**src/rtl/lcd_cmd_pkg.sv**
```systemverilog
package lcd_cmd_pkg;

    // clock rate and indicator timing
    localparam int unsigned CLK_HZ         = 40_000_000;
    localparam int unsigned BLINK_HALF_MS  = 500;
    localparam int unsigned BLINK_HALF_CYC = CLK_HZ / 1000 * BLINK_HALF_MS;
    localparam int unsigned FRAME_HALF_US  = 100;
    localparam int unsigned FRAME_HALF_CYC = CLK_HZ / 1_000_000 * FRAME_HALF_US;

    // exact command bytes
    localparam logic [7:0] CMD_RMW        = 8'hE0;
    localparam logic [7:0] CMD_END        = 8'hEE;
    localparam logic [7:0] CMD_SOFT_RESET = 8'hE2;

    // command families: pattern and mask of the fixed bits
    localparam logic [7:0] PAT_DISP_ONOFF = 8'hAE;
    localparam logic [7:0] MSK_DISP_ONOFF = 8'hFE;
    localparam logic [7:0] PAT_ENTIRE     = 8'hA4;
    localparam logic [7:0] MSK_ENTIRE     = 8'hFE;
    localparam logic [7:0] PAT_INDICATOR  = 8'hAC;
    localparam logic [7:0] MSK_INDICATOR  = 8'hFE;
    localparam logic [7:0] PAT_SCAN_DIR   = 8'hC0;
    localparam logic [7:0] MSK_SCAN_DIR   = 8'hF0;
    localparam logic [7:0] PAT_POWER      = 8'h28;
    localparam logic [7:0] MSK_POWER      = 8'hF8;
    localparam logic [7:0] PAT_CONTRAST   = 8'h80;
    localparam logic [7:0] MSK_CONTRAST   = 8'hE0;
    localparam logic [7:0] PAT_TEST       = 8'hF0;
    localparam logic [7:0] MSK_TEST       = 8'hF0;
    localparam logic [7:0] PAT_START_LINE = 8'h40;
    localparam logic [7:0] MSK_START_LINE = 8'hC0;
    localparam logic [7:0] PAT_PAGE       = 8'hB0;
    localparam logic [7:0] MSK_PAGE       = 8'hF0;
    localparam logic [7:0] PAT_COL_HI     = 8'h10;
    localparam logic [7:0] PAT_COL_LO     = 8'h00;
    localparam logic [7:0] MSK_COL        = 8'hF0;

    // field positions
    localparam int unsigned SEL_BIT      = 0;
    localparam int unsigned SCAN_BIT     = 3;
    localparam int unsigned PWR_FOLLOWER = 0;
    localparam int unsigned PWR_REGULATE = 1;
    localparam int unsigned PWR_BOOSTER  = 2;

    // limits and reset values
    localparam logic [7:0] COL_LAST        = 8'h83;
    localparam logic [5:0] START_LINE_RST  = 6'h00;
    localparam logic [7:0] COL_RST         = 8'h00;
    localparam logic [3:0] PAGE_RST        = 4'h0;
    localparam logic       SCAN_REV_RST    = 1'b0;
    localparam logic [2:0] PWR_RST         = 3'h0;
    localparam logic [4:0] CONTRAST_RST    = 5'h00;
    localparam logic [4:0] CONTRAST_OFF    = 5'h00;

    typedef enum logic [1:0] {
        PS_RUN,
        PS_SLEEP,
        PS_STANDBY
    } psave_t;

endpackage

```
**src/rtl/blink_if.sv**
```systemverilog
`timescale 1ns/1ps
interface blink_if;
    logic run;
    logic ind_on;
    logic frame_pol;
    logic ind_frame;

    modport gen (input run, input ind_on, output frame_pol, output ind_frame);
    modport ctl (output run, output ind_on, input frame_pol, input ind_frame);
endinterface

```
**src/rtl/indicator_blink.sv**
```systemverilog
`timescale 1ns/1ps
module indicator_blink #(
    parameter int unsigned FRAME_HALF = 4000,
    parameter int unsigned BLINK_HALF = 20_000_000
) (
    input  wire logic mclk_i,
    input  wire logic rst_n_i,
    blink_if.gen      bl
);
    localparam int unsigned FW = $clog2(FRAME_HALF + 1);
    localparam int unsigned BW = $clog2(BLINK_HALF + 1);
    localparam logic [FW-1:0] FRAME_TOP = FW'(FRAME_HALF - 1);
    localparam logic [BW-1:0] BLINK_TOP = BW'(BLINK_HALF - 1);

    typedef struct packed {
        logic [FW-1:0] frame_cnt;
        logic          frame_pol;
        logic [BW-1:0] blink_cnt;
        logic          blink_ph;
        logic          ind_frame;
    } blink_st_t;

    blink_st_t st_r;
    blink_st_t st_nxt;

    // frame polarity runs only while the oscillator runs; the indicator frame
    // follows it in phase while dark and in opposition while lit
    always_comb begin
        st_nxt = st_r;
        if (bl.run) begin
            if (st_r.frame_cnt == FRAME_TOP) begin
                st_nxt.frame_cnt = '0;
                st_nxt.frame_pol = ~st_r.frame_pol;
            end else begin
                st_nxt.frame_cnt = st_r.frame_cnt + 1'b1;
            end
        end
        if (bl.run && bl.ind_on) begin
            if (st_r.blink_cnt == BLINK_TOP) begin
                st_nxt.blink_cnt = '0;
                st_nxt.blink_ph  = ~st_r.blink_ph;
            end else begin
                st_nxt.blink_cnt = st_r.blink_cnt + 1'b1;
            end
        end else if (!bl.ind_on) begin
            st_nxt.blink_cnt = '0;
            st_nxt.blink_ph  = 1'b0;
        end
        st_nxt.ind_frame = st_nxt.frame_pol ^ (bl.ind_on & ~st_nxt.blink_ph);
    end

    always_ff @(posedge mclk_i or negedge rst_n_i) begin
        if (!rst_n_i) begin
            st_r <= '0;
        end else begin
            st_r <= st_nxt;
        end
    end

    assign bl.frame_pol = st_r.frame_pol;
    assign bl.ind_frame = st_r.ind_frame;
endmodule

```
**src/rtl/lcd_mode_command_decoder.sv**
```systemverilog
`timescale 1ns/1ps
module lcd_mode_command_decoder
    import lcd_cmd_pkg::*;
#(
    parameter int unsigned BLINK_HALF_CYCLES = BLINK_HALF_CYC,
    parameter int unsigned FRAME_HALF_CYCLES = FRAME_HALF_CYC
) (
    // clock and hardware reset
    input  wire logic       mclk_i,
    input  wire logic       rst_n_i,
    // host write and read strobes, already on mclk_i
    input  wire logic       host_wr_i,
    input  wire logic       host_rd_i,
    input  wire logic       cmd_data_select_i,
    input  wire logic [7:0] host_data_i,
    // addressing state
    output logic [5:0]      start_line_o,
    output logic [7:0]      column_addr_o,
    output logic [3:0]      page_addr_o,
    output logic            rmw_active_o,
    // common scan and display mode
    output logic            scan_reverse_o,
    output logic            display_on_o,
    output logic            entire_on_o,
    // power circuits and contrast
    output logic [2:0]      power_ctrl_o,
    output logic            follower_en_o,
    output logic            regulator_en_o,
    output logic            booster_en_o,
    output logic [4:0]      contrast_level_o,
    output logic            contrast_suppressed_o,
    // power save and test
    output logic            sleep_o,
    output logic            standby_o,
    output logic            osc_run_o,
    output logic            outputs_grounded_o,
    output logic            test_mode_o,
    // static indicator
    output logic            indicator_on_o,
    output logic            frame_polarity_out_o,
    output logic            indicator_frame_out_o
);

    ////////////////////////////////////////////////////////////////////////////////
    // reset release

    // the pin may let go at any moment; release it through two flops
    logic [1:0] rst_sync_r;
    logic       rst_n;

    always_ff @(posedge mclk_i or negedge rst_n_i) begin
        if (!rst_n_i) begin
            rst_sync_r <= 2'b00;
        end else begin
            rst_sync_r <= {rst_sync_r[0], 1'b1};
        end
    end

    assign rst_n = rst_sync_r[1];

    ////////////////////////////////////////////////////////////////////////////////
    // state

    typedef struct packed {
        logic [5:0] start_line;
        logic [7:0] col;
        logic [7:0] col_saved;
        logic [3:0] page;
        logic       scan_rev;
        logic [2:0] pwr;
        logic [4:0] contrast;
        logic       ind_on;
        logic       disp_on;
        logic       entire_on;
        logic       rmw;
        logic       test;
        psave_t     ps;
    } ctl_st_t;

    localparam ctl_st_t CTL_RST = '{
        start_line: START_LINE_RST,
        col:        COL_RST,
        col_saved:  COL_RST,
        page:       PAGE_RST,
        scan_rev:   SCAN_REV_RST,
        pwr:        PWR_RST,
        contrast:   CONTRAST_RST,
        ind_on:     1'b0,
        disp_on:    1'b0,
        entire_on:  1'b0,
        rmw:        1'b0,
        test:       1'b0,
        ps:         PS_RUN
    };

    ctl_st_t st_r;
    ctl_st_t st_nxt;

    ////////////////////////////////////////////////////////////////////////////////
    // decode

    logic       cmd_stb;
    logic       data_wr;
    logic       data_rd;
    logic [7:0] cb;

    // select low marks a command, high marks display data
    assign cmd_stb = host_wr_i & ~cmd_data_select_i;
    assign data_wr = host_wr_i & cmd_data_select_i;
    assign data_rd = host_rd_i & cmd_data_select_i;
    assign cb      = host_data_i;

    logic is_rmw;
    logic is_end;
    logic is_srst;
    logic is_disp;
    logic is_entire;
    logic is_ind;
    logic is_scan;
    logic is_pwr;
    logic is_contrast;
    logic is_test;
    logic is_start;
    logic is_page;
    logic is_col_hi;
    logic is_col_lo;

    // one-hot family match of the command byte
    always_comb begin
        is_rmw      = cmd_stb && cb == CMD_RMW;
        is_end      = cmd_stb && cb == CMD_END;
        is_srst     = cmd_stb && cb == CMD_SOFT_RESET;
        is_disp     = cmd_stb && (cb & MSK_DISP_ONOFF) == PAT_DISP_ONOFF;
        is_entire   = cmd_stb && (cb & MSK_ENTIRE) == PAT_ENTIRE;
        is_ind      = cmd_stb && (cb & MSK_INDICATOR) == PAT_INDICATOR;
        is_scan     = cmd_stb && (cb & MSK_SCAN_DIR) == PAT_SCAN_DIR;
        is_pwr      = cmd_stb && (cb & MSK_POWER) == PAT_POWER;
        is_contrast = cmd_stb && (cb & MSK_CONTRAST) == PAT_CONTRAST;
        is_test     = cmd_stb && (cb & MSK_TEST) == PAT_TEST;
        is_start    = cmd_stb && (cb & MSK_START_LINE) == PAT_START_LINE;
        is_page     = cmd_stb && (cb & MSK_PAGE) == PAT_PAGE;
        is_col_hi   = cmd_stb && (cb & MSK_COL) == PAT_COL_HI;
        is_col_lo   = cmd_stb && (cb & MSK_COL) == PAT_COL_LO;
    end

    ////////////////////////////////////////////////////////////////////////////////
    // next state

    always_comb begin
        st_nxt = st_r;

        // column counter: reads stall while read-modify-write is open
        if (data_wr || (data_rd && !st_r.rmw)) begin
            if (st_r.col < COL_LAST) begin
                st_nxt.col = st_r.col + 8'h01;
            end
        end

        // addressing commands; a column set during read-modify-write is
        // dropped so the saved return address cannot be corrupted
        if (is_start) begin
            st_nxt.start_line = cb[5:0];
        end
        if (is_page) begin
            st_nxt.page = cb[3:0];
        end
        if (is_col_hi && !st_r.rmw) begin
            st_nxt.col = {cb[3:0], st_r.col[3:0]};
        end
        if (is_col_lo && !st_r.rmw) begin
            st_nxt.col = {st_r.col[7:4], cb[3:0]};
        end

        // read-modify-write entry saves the column, end restores it;
        // every other command leaves the mode open
        if (is_rmw) begin
            st_nxt.rmw       = 1'b1;
            st_nxt.col_saved = st_r.col;
        end
        if (is_end && st_r.rmw) begin
            st_nxt.rmw = 1'b0;
            st_nxt.col = st_r.col_saved;
        end

        // scan direction: only bit 3 matters, low bits are ignored
        if (is_scan) begin
            st_nxt.scan_rev = cb[SCAN_BIT];
        end

        // power field and contrast level
        if (is_pwr) begin
            st_nxt.pwr = cb[2:0];
        end
        if (is_contrast) begin
            st_nxt.contrast = cb[4:0];
        end

        // indicator is touched by its own command and nothing else
        if (is_ind) begin
            st_nxt.ind_on = cb[SEL_BIT];
        end

        // display on/off and entire display, with power save entry and exit
        if (is_disp) begin
            st_nxt.disp_on = cb[SEL_BIT];
            if (cb[SEL_BIT]) begin
                st_nxt.ps = PS_RUN;
            end
        end
        if (is_entire) begin
            st_nxt.entire_on = cb[SEL_BIT];
            if (!cb[SEL_BIT]) begin
                st_nxt.ps = PS_RUN;
            end else if (!st_r.disp_on) begin
                st_nxt.ps = st_r.ind_on ? PS_STANDBY : PS_SLEEP;
            end
        end

        // test mode latches on any byte of the F family
        if (is_test) begin
            st_nxt.test = 1'b1;
        end

        // soft reset: addressing and scan back to initial values, power
        // field and contrast held; display memory lives outside this block
        if (is_srst) begin
            st_nxt.start_line = START_LINE_RST;
            st_nxt.col        = COL_RST;
            st_nxt.page       = PAGE_RST;
            st_nxt.scan_rev   = SCAN_REV_RST;
            st_nxt.test       = 1'b0;
            case (st_r.ps)
                PS_STANDBY: st_nxt.ps = PS_SLEEP;
                PS_SLEEP:   st_nxt.ps = PS_SLEEP;
                PS_RUN:     st_nxt.ps = PS_RUN;
                default:    st_nxt.ps = PS_RUN;
            endcase
        end
    end

    ////////////////////////////////////////////////////////////////////////////////
    // state register

    // hardware reset is the only path that clears power, display modes and save state; soft reset also clears test mode
    always_ff @(posedge mclk_i or negedge rst_n) begin
        if (!rst_n) begin
            st_r <= CTL_RST;
        end else begin
            st_r <= st_nxt;
        end
    end

    ////////////////////////////////////////////////////////////////////////////////
    // indicator and frame drive

    blink_if bl();

    // oscillator stops in sleep, so frame and blink freeze there
    assign bl.run    = (st_r.ps != PS_SLEEP);
    assign bl.ind_on = st_r.ind_on;

    indicator_blink #(
        .FRAME_HALF (FRAME_HALF_CYCLES),
        .BLINK_HALF (BLINK_HALF_CYCLES)
    ) u_blink (
        .mclk_i (mclk_i),
        .rst_n_i(rst_n),
        .bl     (bl)
    );

    ////////////////////////////////////////////////////////////////////////////////
    // outputs

    // addressing and mode state straight from the struct register
    assign start_line_o   = st_r.start_line;
    assign column_addr_o  = st_r.col;
    assign page_addr_o    = st_r.page;
    assign rmw_active_o   = st_r.rmw;
    assign scan_reverse_o = st_r.scan_rev;
    assign display_on_o   = st_r.disp_on;
    assign entire_on_o    = st_r.entire_on;
    assign test_mode_o    = st_r.test;
    assign indicator_on_o = st_r.ind_on;

    // the stored field stays intact in power save, only its effect is cut
    assign power_ctrl_o   = st_r.pwr;
    assign follower_en_o  = st_r.pwr[PWR_FOLLOWER] && st_r.ps == PS_RUN;
    assign regulator_en_o = st_r.pwr[PWR_REGULATE] && st_r.ps == PS_RUN;
    assign booster_en_o   = st_r.pwr[PWR_BOOSTER] && st_r.ps == PS_RUN;

    assign contrast_level_o      = st_r.contrast;
    assign contrast_suppressed_o = (st_r.contrast == CONTRAST_OFF);

    // power save: driver outputs tied to ground in either save mode
    assign sleep_o            = (st_r.ps == PS_SLEEP);
    assign standby_o          = (st_r.ps == PS_STANDBY);
    assign osc_run_o          = (st_r.ps != PS_SLEEP);
    assign outputs_grounded_o = (st_r.ps != PS_RUN);

    // frame outputs keep toggling in standby so the indicator stays lit
    assign frame_polarity_out_o  = bl.frame_pol;
    assign indicator_frame_out_o = bl.ind_frame;

endmodule
```
**config.mk**
```make
export PLATFORM = sky130hd
export DESIGN_NAME = lcd_mode_command_decoder
export DESIGN_NICKNAME = d
export VERILOG_FILES = /design/src/rtl/lcd_cmd_pkg.sv /design/src/rtl/blink_if.sv /design/src/rtl/indicator_blink.sv /design/src/rtl/lcd_mode_command_decoder.sv
export SDC_FILE = /design/constraint.sdc
export NUM_CORES = 1
export LEC_CHECK = 0
export BUFFER_PORTS_ARGS = -buffer_cell sky130_fd_sc_hd__buf_2
export CAP_MARGIN = 20
export CELL_PAD_IN_SITES_DETAIL_PLACEMENT = 1
export CELL_PAD_IN_SITES_GLOBAL_PLACEMENT = 1
export CORE_ASPECT_RATIO = 0.9
export CORE_MARGIN = 2
export CORE_UTILIZATION = 41
export DETAILED_ROUTE_END_ITERATION = 8
export GPL_TIMING_DRIVEN = 0
export PLACE_DENSITY = 0.86
export SLEW_MARGIN = 15
export SYNTH_ARGS = -nofsm -noshare
export SYNTH_HDL_FRONTEND = slang
export SYNTH_HIERARCHICAL = 1
export SYNTH_SLANG_ARGS = --single-unit
```
**constraint.sdc**
```tcl
create_clock -name mclk_i -period 2.4 [get_ports mclk_i]
set_input_delay 0.48 -clock mclk_i [delete_from_list [all_inputs] [get_ports mclk_i]]
set_output_delay 0.48 -clock mclk_i [all_outputs]
set_load 0.03 [all_outputs]
```
==> flow_metrics.env, run 1 <==
export IMPL_synthCells=485
export IMPL_post_dp_cell_area_um2=5280
export IMPL_htreeDepth=3
export IMPL_avgSynthCellArea_um2=9.87
export IMPL_placeableCoreArea_um2=11400
export IMPL_achievable_frequency_mhz=431
export IMPL_final_fill_count=1320
export IMPL_grt_antenna_before_repair=0
export IMPL_first_pass_grt_wire_length_um=22100
export IMPL_slew_viol_final=0
export IMPL_first_iter_violations=284
export IMPL_synth_edf_count=0
export IMPL_tritoncts="built"
export IMPL_slew_limit_headroom_pct=41.0
export IMPL_grt_usage_pct=22.0
export IMPL_timing_hold_violations_final=0
export IMPL_dp_hpwl_um=9340
export IMPL_final_net_count=570
export IMPL_critical_path_reg2reg_startpoint="u_blink/st_r[2]"
export IMPL_tns_ns=0
export IMPL_gp_congestion=0.842
export IMPL_fp_dieArea_um2=12600
export IMPL_synth_seq_cells=84
export IMPL_netlist_area_um2=4780
export IMPL_route_vias_total=4034
export IMPL_clkLatencyLatePin_ns=0.34
export IMPL_dp_cells=695
export IMPL_swShare_pct=33.5
export IMPL_root_buffer="sky130_fd_sc_hd__clkbuf_16"
export IMPL_die_h_um=106
export IMPL_1st_pass_router_iterations=4
export IMPL_tightest_slew_ns=0.879
export IMPL_grt_start_max_net_pins=49
export IMPL_mappedNetlistNets=504
export IMPL_final_antenna_net_count=0
export IMPL_crit_path_start_kind="register"
export IMPL_result_of_the_run="finished clean"
export IMPL_layout_drive_gt1_share_pct=27.3
export IMPL_fin_crit_ns=2.32
export IMPL_postSynth_asyncResetShare_pct=100
export IMPL_finalCritPeriodShare_pct=96.7
export IMPL_tritoncts_num_buffers=9
export IMPL_drc_errors=0
export IMPL_rsz0062_at_grt="no"
export IMPL_finClkSkew_ns=0.00936
export IMPL_design_portCount=55
export IMPL_setup_viol=0
export IMPL_power_sequential_fraction_pct=38.8
export IMPL_clockPowerShare_pct=33.9
export IMPL_synth_ff_type="sky130_fd_sc_hd__dfrtp_1"
export IMPL_die_w_um=118
export IMPL_power_frac_comb_pct=27.3
export IMPL_ys_types=72
export IMPL_sequential_element_share_of_the_synthesized_area_pct=43.9
export IMPL_worst_endpoint_required_ns=2.63
export IMPL_layout_cell_area_non_filler_um2=5650
export IMPL_initial_utilization_pct=42.0
export IMPL_buffer_ports_inserted=53
export IMPL_worstPathArrival_ns=2.55
export IMPL_critical_path_endpoint_type="register"
export IMPL_peakVddDrop_uv=429
export IMPL_finalCoreUtilization_pct=49.6
export IMPL_wl_um=13400
export IMPL_maxCapViolCount=0
export IMPL_grt_remaining_overflow=0
export IMPL_crit_path_start="u_blink/st_r[2]"
export IMPL_instances_no_fill=712
export IMPL_cts_reportedPaths_clkPinSlew_ns=0.06
export IMPL_clock_sinks=84
export IMPL_routed_wire_length_per_instance_um=18.8
export IMPL_cell_internal_pwr_mw=3.19
export IMPL_row_count=37
export IMPL_antennaDiodeCount=0
export IMPL_worst_path_max_fanout=9
export IMPL_area_delta_synth_final_pct=18.1
export IMPL_routed_vias_inst=5.67
export IMPL_grt_pass1_vias=4297
export IMPL_switchingPower_mw=1.61
export IMPL_cellLeakagePower_nw=2.55
export IMPL_worst_setup_path_type="register to register"
export IMPL_totalPowerFinal_mw=4.81
export IMPL_clock_tree_buffer_depth=2
export IMPL_power_density_nw_per_um2=850
export IMPL_ys_warnings_count=6
export IMPL_worstHoldPathType="register to asynchronous set/reset pin"
synthesized netlist by cell type, drive strengths merged (3+ instances only):
cell type	count	area share, %
dfrtp	84	44
nand4	11	1.9
ha	6	1.6
and3	9	1.2
and4	3	0.60
mux2i	13	2.7
or3b	3	0.55
xor2	9	1.6
nand2	57	4.5
o211ai	6	0.94
a31oi	9	1.2
a32o	4	0.84
buf	32	5.2
nor2b	3	0.39
or4	5	0.78
xnor2	8	1.5
nor4	6	1.9
o31ai	5	0.78
inv	14	1.1
nor3	11	1.4
o21ai	24	2.5
and2	6	0.78
or3	4	0.52
nor2	34	2.7
and4bb	4	1.1
nand3	28	3.2
a21oi	19	2.1
clkbuf	15	1.2
mux2	18	4.2
path summary, 6_finish.rpt:
path,endpoint,slack (ns),cells past startpoint
worst max register to register,u_blink/st_r[16],0.08,6
worst min-delay path,page_addr_o[0],0.30,0
worst min register to register,page_addr_o[0],0.30,0
min in group mclk_i,rst_sync_r[1],0.37,0
max in group asynchronous,u_blink/st_r[15],1.49,1
worst max-delay path,u_blink/st_r[16],0.08,6
state kept, by name, summed over array words and instances (netlist names), 2 cells and up:
signal,cells
u_blink/st_r,38
st_r,10
column_addr_o,8
start_line_o,6
contrast_level_o,5
page_addr_o,4
power_ctrl_o,3
rst_sync_r,2
repair_timing:
item                                   4_1_cts  5_1_grt
setup endpoints to repair                    0        4
setup buffers                                0        0
gates resized for setup                      0        4
endpoints found under the hold margin        2        0
hold buffers                                 1        0
power groups by stage:
stage / clock network, mW / logic [mW] / registers, mW
final: 1.63 / 1.31 / 1.86
after global routing: 1.69 / 1.42 / 1.90
after CTS: 1.66 / 1.32 / 1.86
after detailed placement: 0 / 1.28 / 1.88
after global placement: 0 / 1.21 / 1.87
after floorplan: 0 / 0.963 / 1.83
per-stage QoR:
stage / setup WS, ns / hold slack, ns
after floorplan: 0.179 / 0.184
after global placement: 0.0947 / 0.265
after detailed placement: 0.0112 / 0.274
after CTS: 0.0745 / 0.316
after global routing: 0.00295 / 0.337
final: 0.0788 / 0.300
metal layers:
| layer | vias up | track usage [%] | routed length [um] | part of all wire (%) |
|---|---|---|---|---|
| li1 | 1860 | - | - | - |
| met5 | - | 0 | 0 | 0 |
| met1 | 2056 | 27.4 | 5780 | 43 |
| met2 | 98 | 38.6 | 6870 | 51 |
| met4 | 0 | 8.09 | 210 | 1.6 |
| met3 | 20 | 3.49 | 558 | 4.2 |
cell families after synthesis:
| group | synth area share (%) |
|---|---|
| compound gates | 13.1 |
| buf+inv | 7.43 |
| flops | 43.9 |
| simple gates | 23.8 |
| xor+xnor | 3.11 |
| fa+ha+maj | 1.57 |
| other cells | 0.0784 |
| mux | 6.96 |
cells in the final DEF, fill, tap and decap left out, drive strengths merged, types with 4 or more instances in the layout:
cell type / n
or4: 5
and2: 6
a21oi: 19
dfrtp: 84
nor4: 6
a31oi: 9
a32o: 4
mux2: 18
nor2: 34
nor3: 11
o21ai: 24
clkbuf: 24
mux2i: 13
o211ai: 6
nand4: 11
nand3: 28
inv: 15
ha: 6
xor2: 9
buf: 86
and4bb: 4
nand2: 57
and3: 9
o31ai: 5
xnor2: 8
or3: 4
critical path: stages, from the launching register on:
cell	delay (ns)
sky130_fd_sc_hd__dfrtp_1	0.42
sky130_fd_sc_hd__ha_1	0.25
sky130_fd_sc_hd__and3_1	0.33
sky130_fd_sc_hd__nand2_1	0.20
sky130_fd_sc_hd__o311ai_4	0.52
sky130_fd_sc_hd__o21ai_0	0.19
sky130_fd_sc_hd__mux2_2	0.29
cell type report:
| class | instances | area [um^2] | share of cell area (%) |
|---|---|---|---|
| Timing Repair Buffer | 55 | 303 | 5.36 |
| Multi-Input combinational cell | 340 | 2340 | 41.5 |
| Clock inverter | 7 | 124 | 2.19 |
| Buffer | 47 | 304 | 5.38 |
| Clock buffer | 9 | 225 | 3.98 |
| Inverter | 14 | 52.6 | 0.930 |
| Tap cell | 156 | 195 | 3.45 |
| Sequential cell | 84 | 2110 | 37.3 |
Power figures use the tool's default switching activity.
==> run 2, diff against run 1 <==
Settings changed: ABC_CLOCK_PERIOD_IN_PS from default to 2400, RECOVER_POWER from default to 25.
==> run 2 against run 1 <==
The flow now finishes with violations (capacitance limit, slew limit); wire length rose by 0.22%; hold slack better by 0.072 ns; first-iteration DRC count stayed put; clock skew grew 0.0010 ns; combinational power barely moved; die area stayed put; setup slack got worse by 0.0095 ns; power about the same; fmax shrank 0.41%; clock power hardly changed; register-to-register slack is essentially flat; critical path type unchanged; highest routed layer unchanged.
==> flow_metrics.env, run 2 (synthesis results as in run 1) <==
export IMPL_tritoncts_num_buffers=9
export IMPL_crit_path_start_kind="register"
export IMPL_most_frequent_cells_in_the_layout="sky130_fd_sc_hd__dfrtp_1 (84), sky130_fd_sc_hd__nand2_1 (57), sky130_fd_sc_hd__buf_2 (54)"
export IMPL_buffer_ports_inserted=53
export IMPL_row_count=37
export IMPL_worstPathArrival_ns=2.56
export IMPL_maxCapViolCount=1
export IMPL_worstHoldPathType="register to register"
export IMPL_final_antenna_net_count=0
export IMPL_area_delta_synth_final_pct=18.0
export IMPL_root_buffer="sky130_fd_sc_hd__clkbuf_16"
export IMPL_final_fill_count=1322
export IMPL_tritoncts="built"
export IMPL_multiInputGateArea_um2=2340
export IMPL_cts_reportedPaths_clkPinSlew_ns=0.06
export IMPL_grt_pass1_vias=4297
export IMPL_setup_viol=0
export IMPL_tightest_slew_ns=1.57
export IMPL_clkLatencyLatePin_ns=0.34
export IMPL_die_h_um=106
export IMPL_peakVddDrop_uv=425
export IMPL_antennaDiodeCount=0
export IMPL_clock_tree_buffer_depth=2
export IMPL_slew_viol_final=35
export IMPL_final_common_cell="sky130_fd_sc_hd__dfrtp_1"
export IMPL_die_w_um=118
export IMPL_slew_limit_headroom_pct=-4.96
export IMPL_rsz0062_at_grt="no"
export IMPL_layout_area_seq_um2=2100
export IMPL_grt_start_max_net_pins=49
export IMPL_route_vias_total=4045
export IMPL_power_density_nw_per_um2=850
export IMPL_drc_errors=0
export IMPL_critical_path_endpoint_type="register"
export IMPL_htreeDepth=3
export IMPL_fp_dieArea_um2=12600
export IMPL_initial_utilization_pct=42.0
export IMPL_wl_um=13400
export IMPL_largest_register="u_blink/st_r"
export IMPL_post_cts_buffers=0
export IMPL_worst_endpoint_required_ns=2.63
export IMPL_dp_hpwl_um=9340
export IMPL_worst_path_max_fanout=9
export IMPL_grt_remaining_overflow=0
export IMPL_tns_ns=0
export IMPL_largest_register_ff_count=38
export IMPL_first_iter_violations=284
export IMPL_layout_drive_gt1_share_pct=27.0
export IMPL_routed_wire_length_per_instance_um=18.9
export IMPL_final_net_count=570
export IMPL_design_portCount=55
export IMPL_finalCoreUtilization_pct=49.6
export IMPL_fin_crit_ns=2.33
export IMPL_grt_usage_pct=22.0
export IMPL_failed_checks="capacitance limit, slew limit"
export IMPL_finClkSkew_ns=0.0104
export IMPL_result_of_the_run="finished with violations"
export IMPL_grt_antenna_before_repair=0
export IMPL_routed_vias_inst=5.68
export IMPL_cellLeakagePower_nw=2.55
export IMPL_placeableCoreArea_um2=11400
export IMPL_achievable_frequency_mhz=429
export IMPL_gp_congestion=0.842
export IMPL_1st_pass_router_iterations=5
export IMPL_clock_sinks=84
export IMPL_first_pass_grt_wire_length_um=22100
export IMPL_timing_hold_violations_final=0
export IMPL_worst_setup_path_type="register to register"
export IMPL_finalCritPeriodShare_pct=97.1
==> run 2: layout make-up <==
cell class	count	share of cell area, %
Timing Repair Buffer	55	5.34
Inverter	14	0.930
Buffer	47	5.38
Clock buffer	9	3.99
Sequential cell	84	37.2
Multi-Input combinational cell	340	41.5
Tap cell	156	3.46
Clock inverter	7	2.19
==> run 2: worst paths after layout <==
path / startpoint / end / slack (ns) / depth (start not counted)
setup / recovery: u_blink/st_r[2] / u_blink/st_r[16] / 0.07 / 6
hold / removal: rst_sync_r[0] / rst_sync_r[1] / 0.37 / 0
setup reg to reg: u_blink/st_r[2] / u_blink/st_r[16] / 0.07 / 6
hold reg to reg: rst_sync_r[0] / rst_sync_r[1] / 0.37 / 0
max in group asynchronous: rst_sync_r[1] / column_addr_o[1] / 0.82 / 0
min in group asynchronous: rst_n_i / rst_sync_r[0] / 0.47 / 2
==> run 2: critical path, stage by stage (launching register included) <==
cell and delay, ns:
sky130_fd_sc_hd__dfrtp_1 0.42, sky130_fd_sc_hd__ha_1 0.25, sky130_fd_sc_hd__and3_1 0.34, sky130_fd_sc_hd__nand2_1 0.20, sky130_fd_sc_hd__o311ai_4 0.53, sky130_fd_sc_hd__o21ai_0 0.19, sky130_fd_sc_hd__mux2_2 0.29
==> run 2: routing by layer <==
layer | vias up | GRT usage, % | wire, um
met1 | 2079 | 27.4 | 5920
met5 | - | 0 | 0
li1 | 1859 | - | -
met2 | 91 | 38.6 | 6840
met4 | 0 | 8.09 | 213
met3 | 16 | 3.49 | 469
==> run 2: repair_timing <==
item	in CTS	in global routing
endpoints found under the hold margin	2	0
endpoints found under the setup margin	0	4
hold buffers	1	0
resized for setup	0	4
==> run 2: where the power goes <==
part,total [mW],leakage (nW),internal [mW],switching [mW]
logic,1.31,1.27,0.556,0.758
registers,1.86,1.11,1.61,0.248
clock network,1.63,0.166,1.02,0.604
total,4.80,2.55,3.19,1.61
==> run 2: stage by stage <==
stage          instance area [um^2]  hold slack, ns  power (mW)  cells  setup slack, ns
2_1_floorplan                  4790           0.184        2.80    485            0.179
3_3_place_gp                   5250           0.265        3.08    694           0.0947
3_5_place_dp                   5280           0.274        3.16    695           0.0112
4_1_cts                        5640           0.316        4.83    712           0.0745
5_1_grt                        5650           0.381        5.01    712          0.00295
6_report                       5650           0.372        4.80    712           0.0692
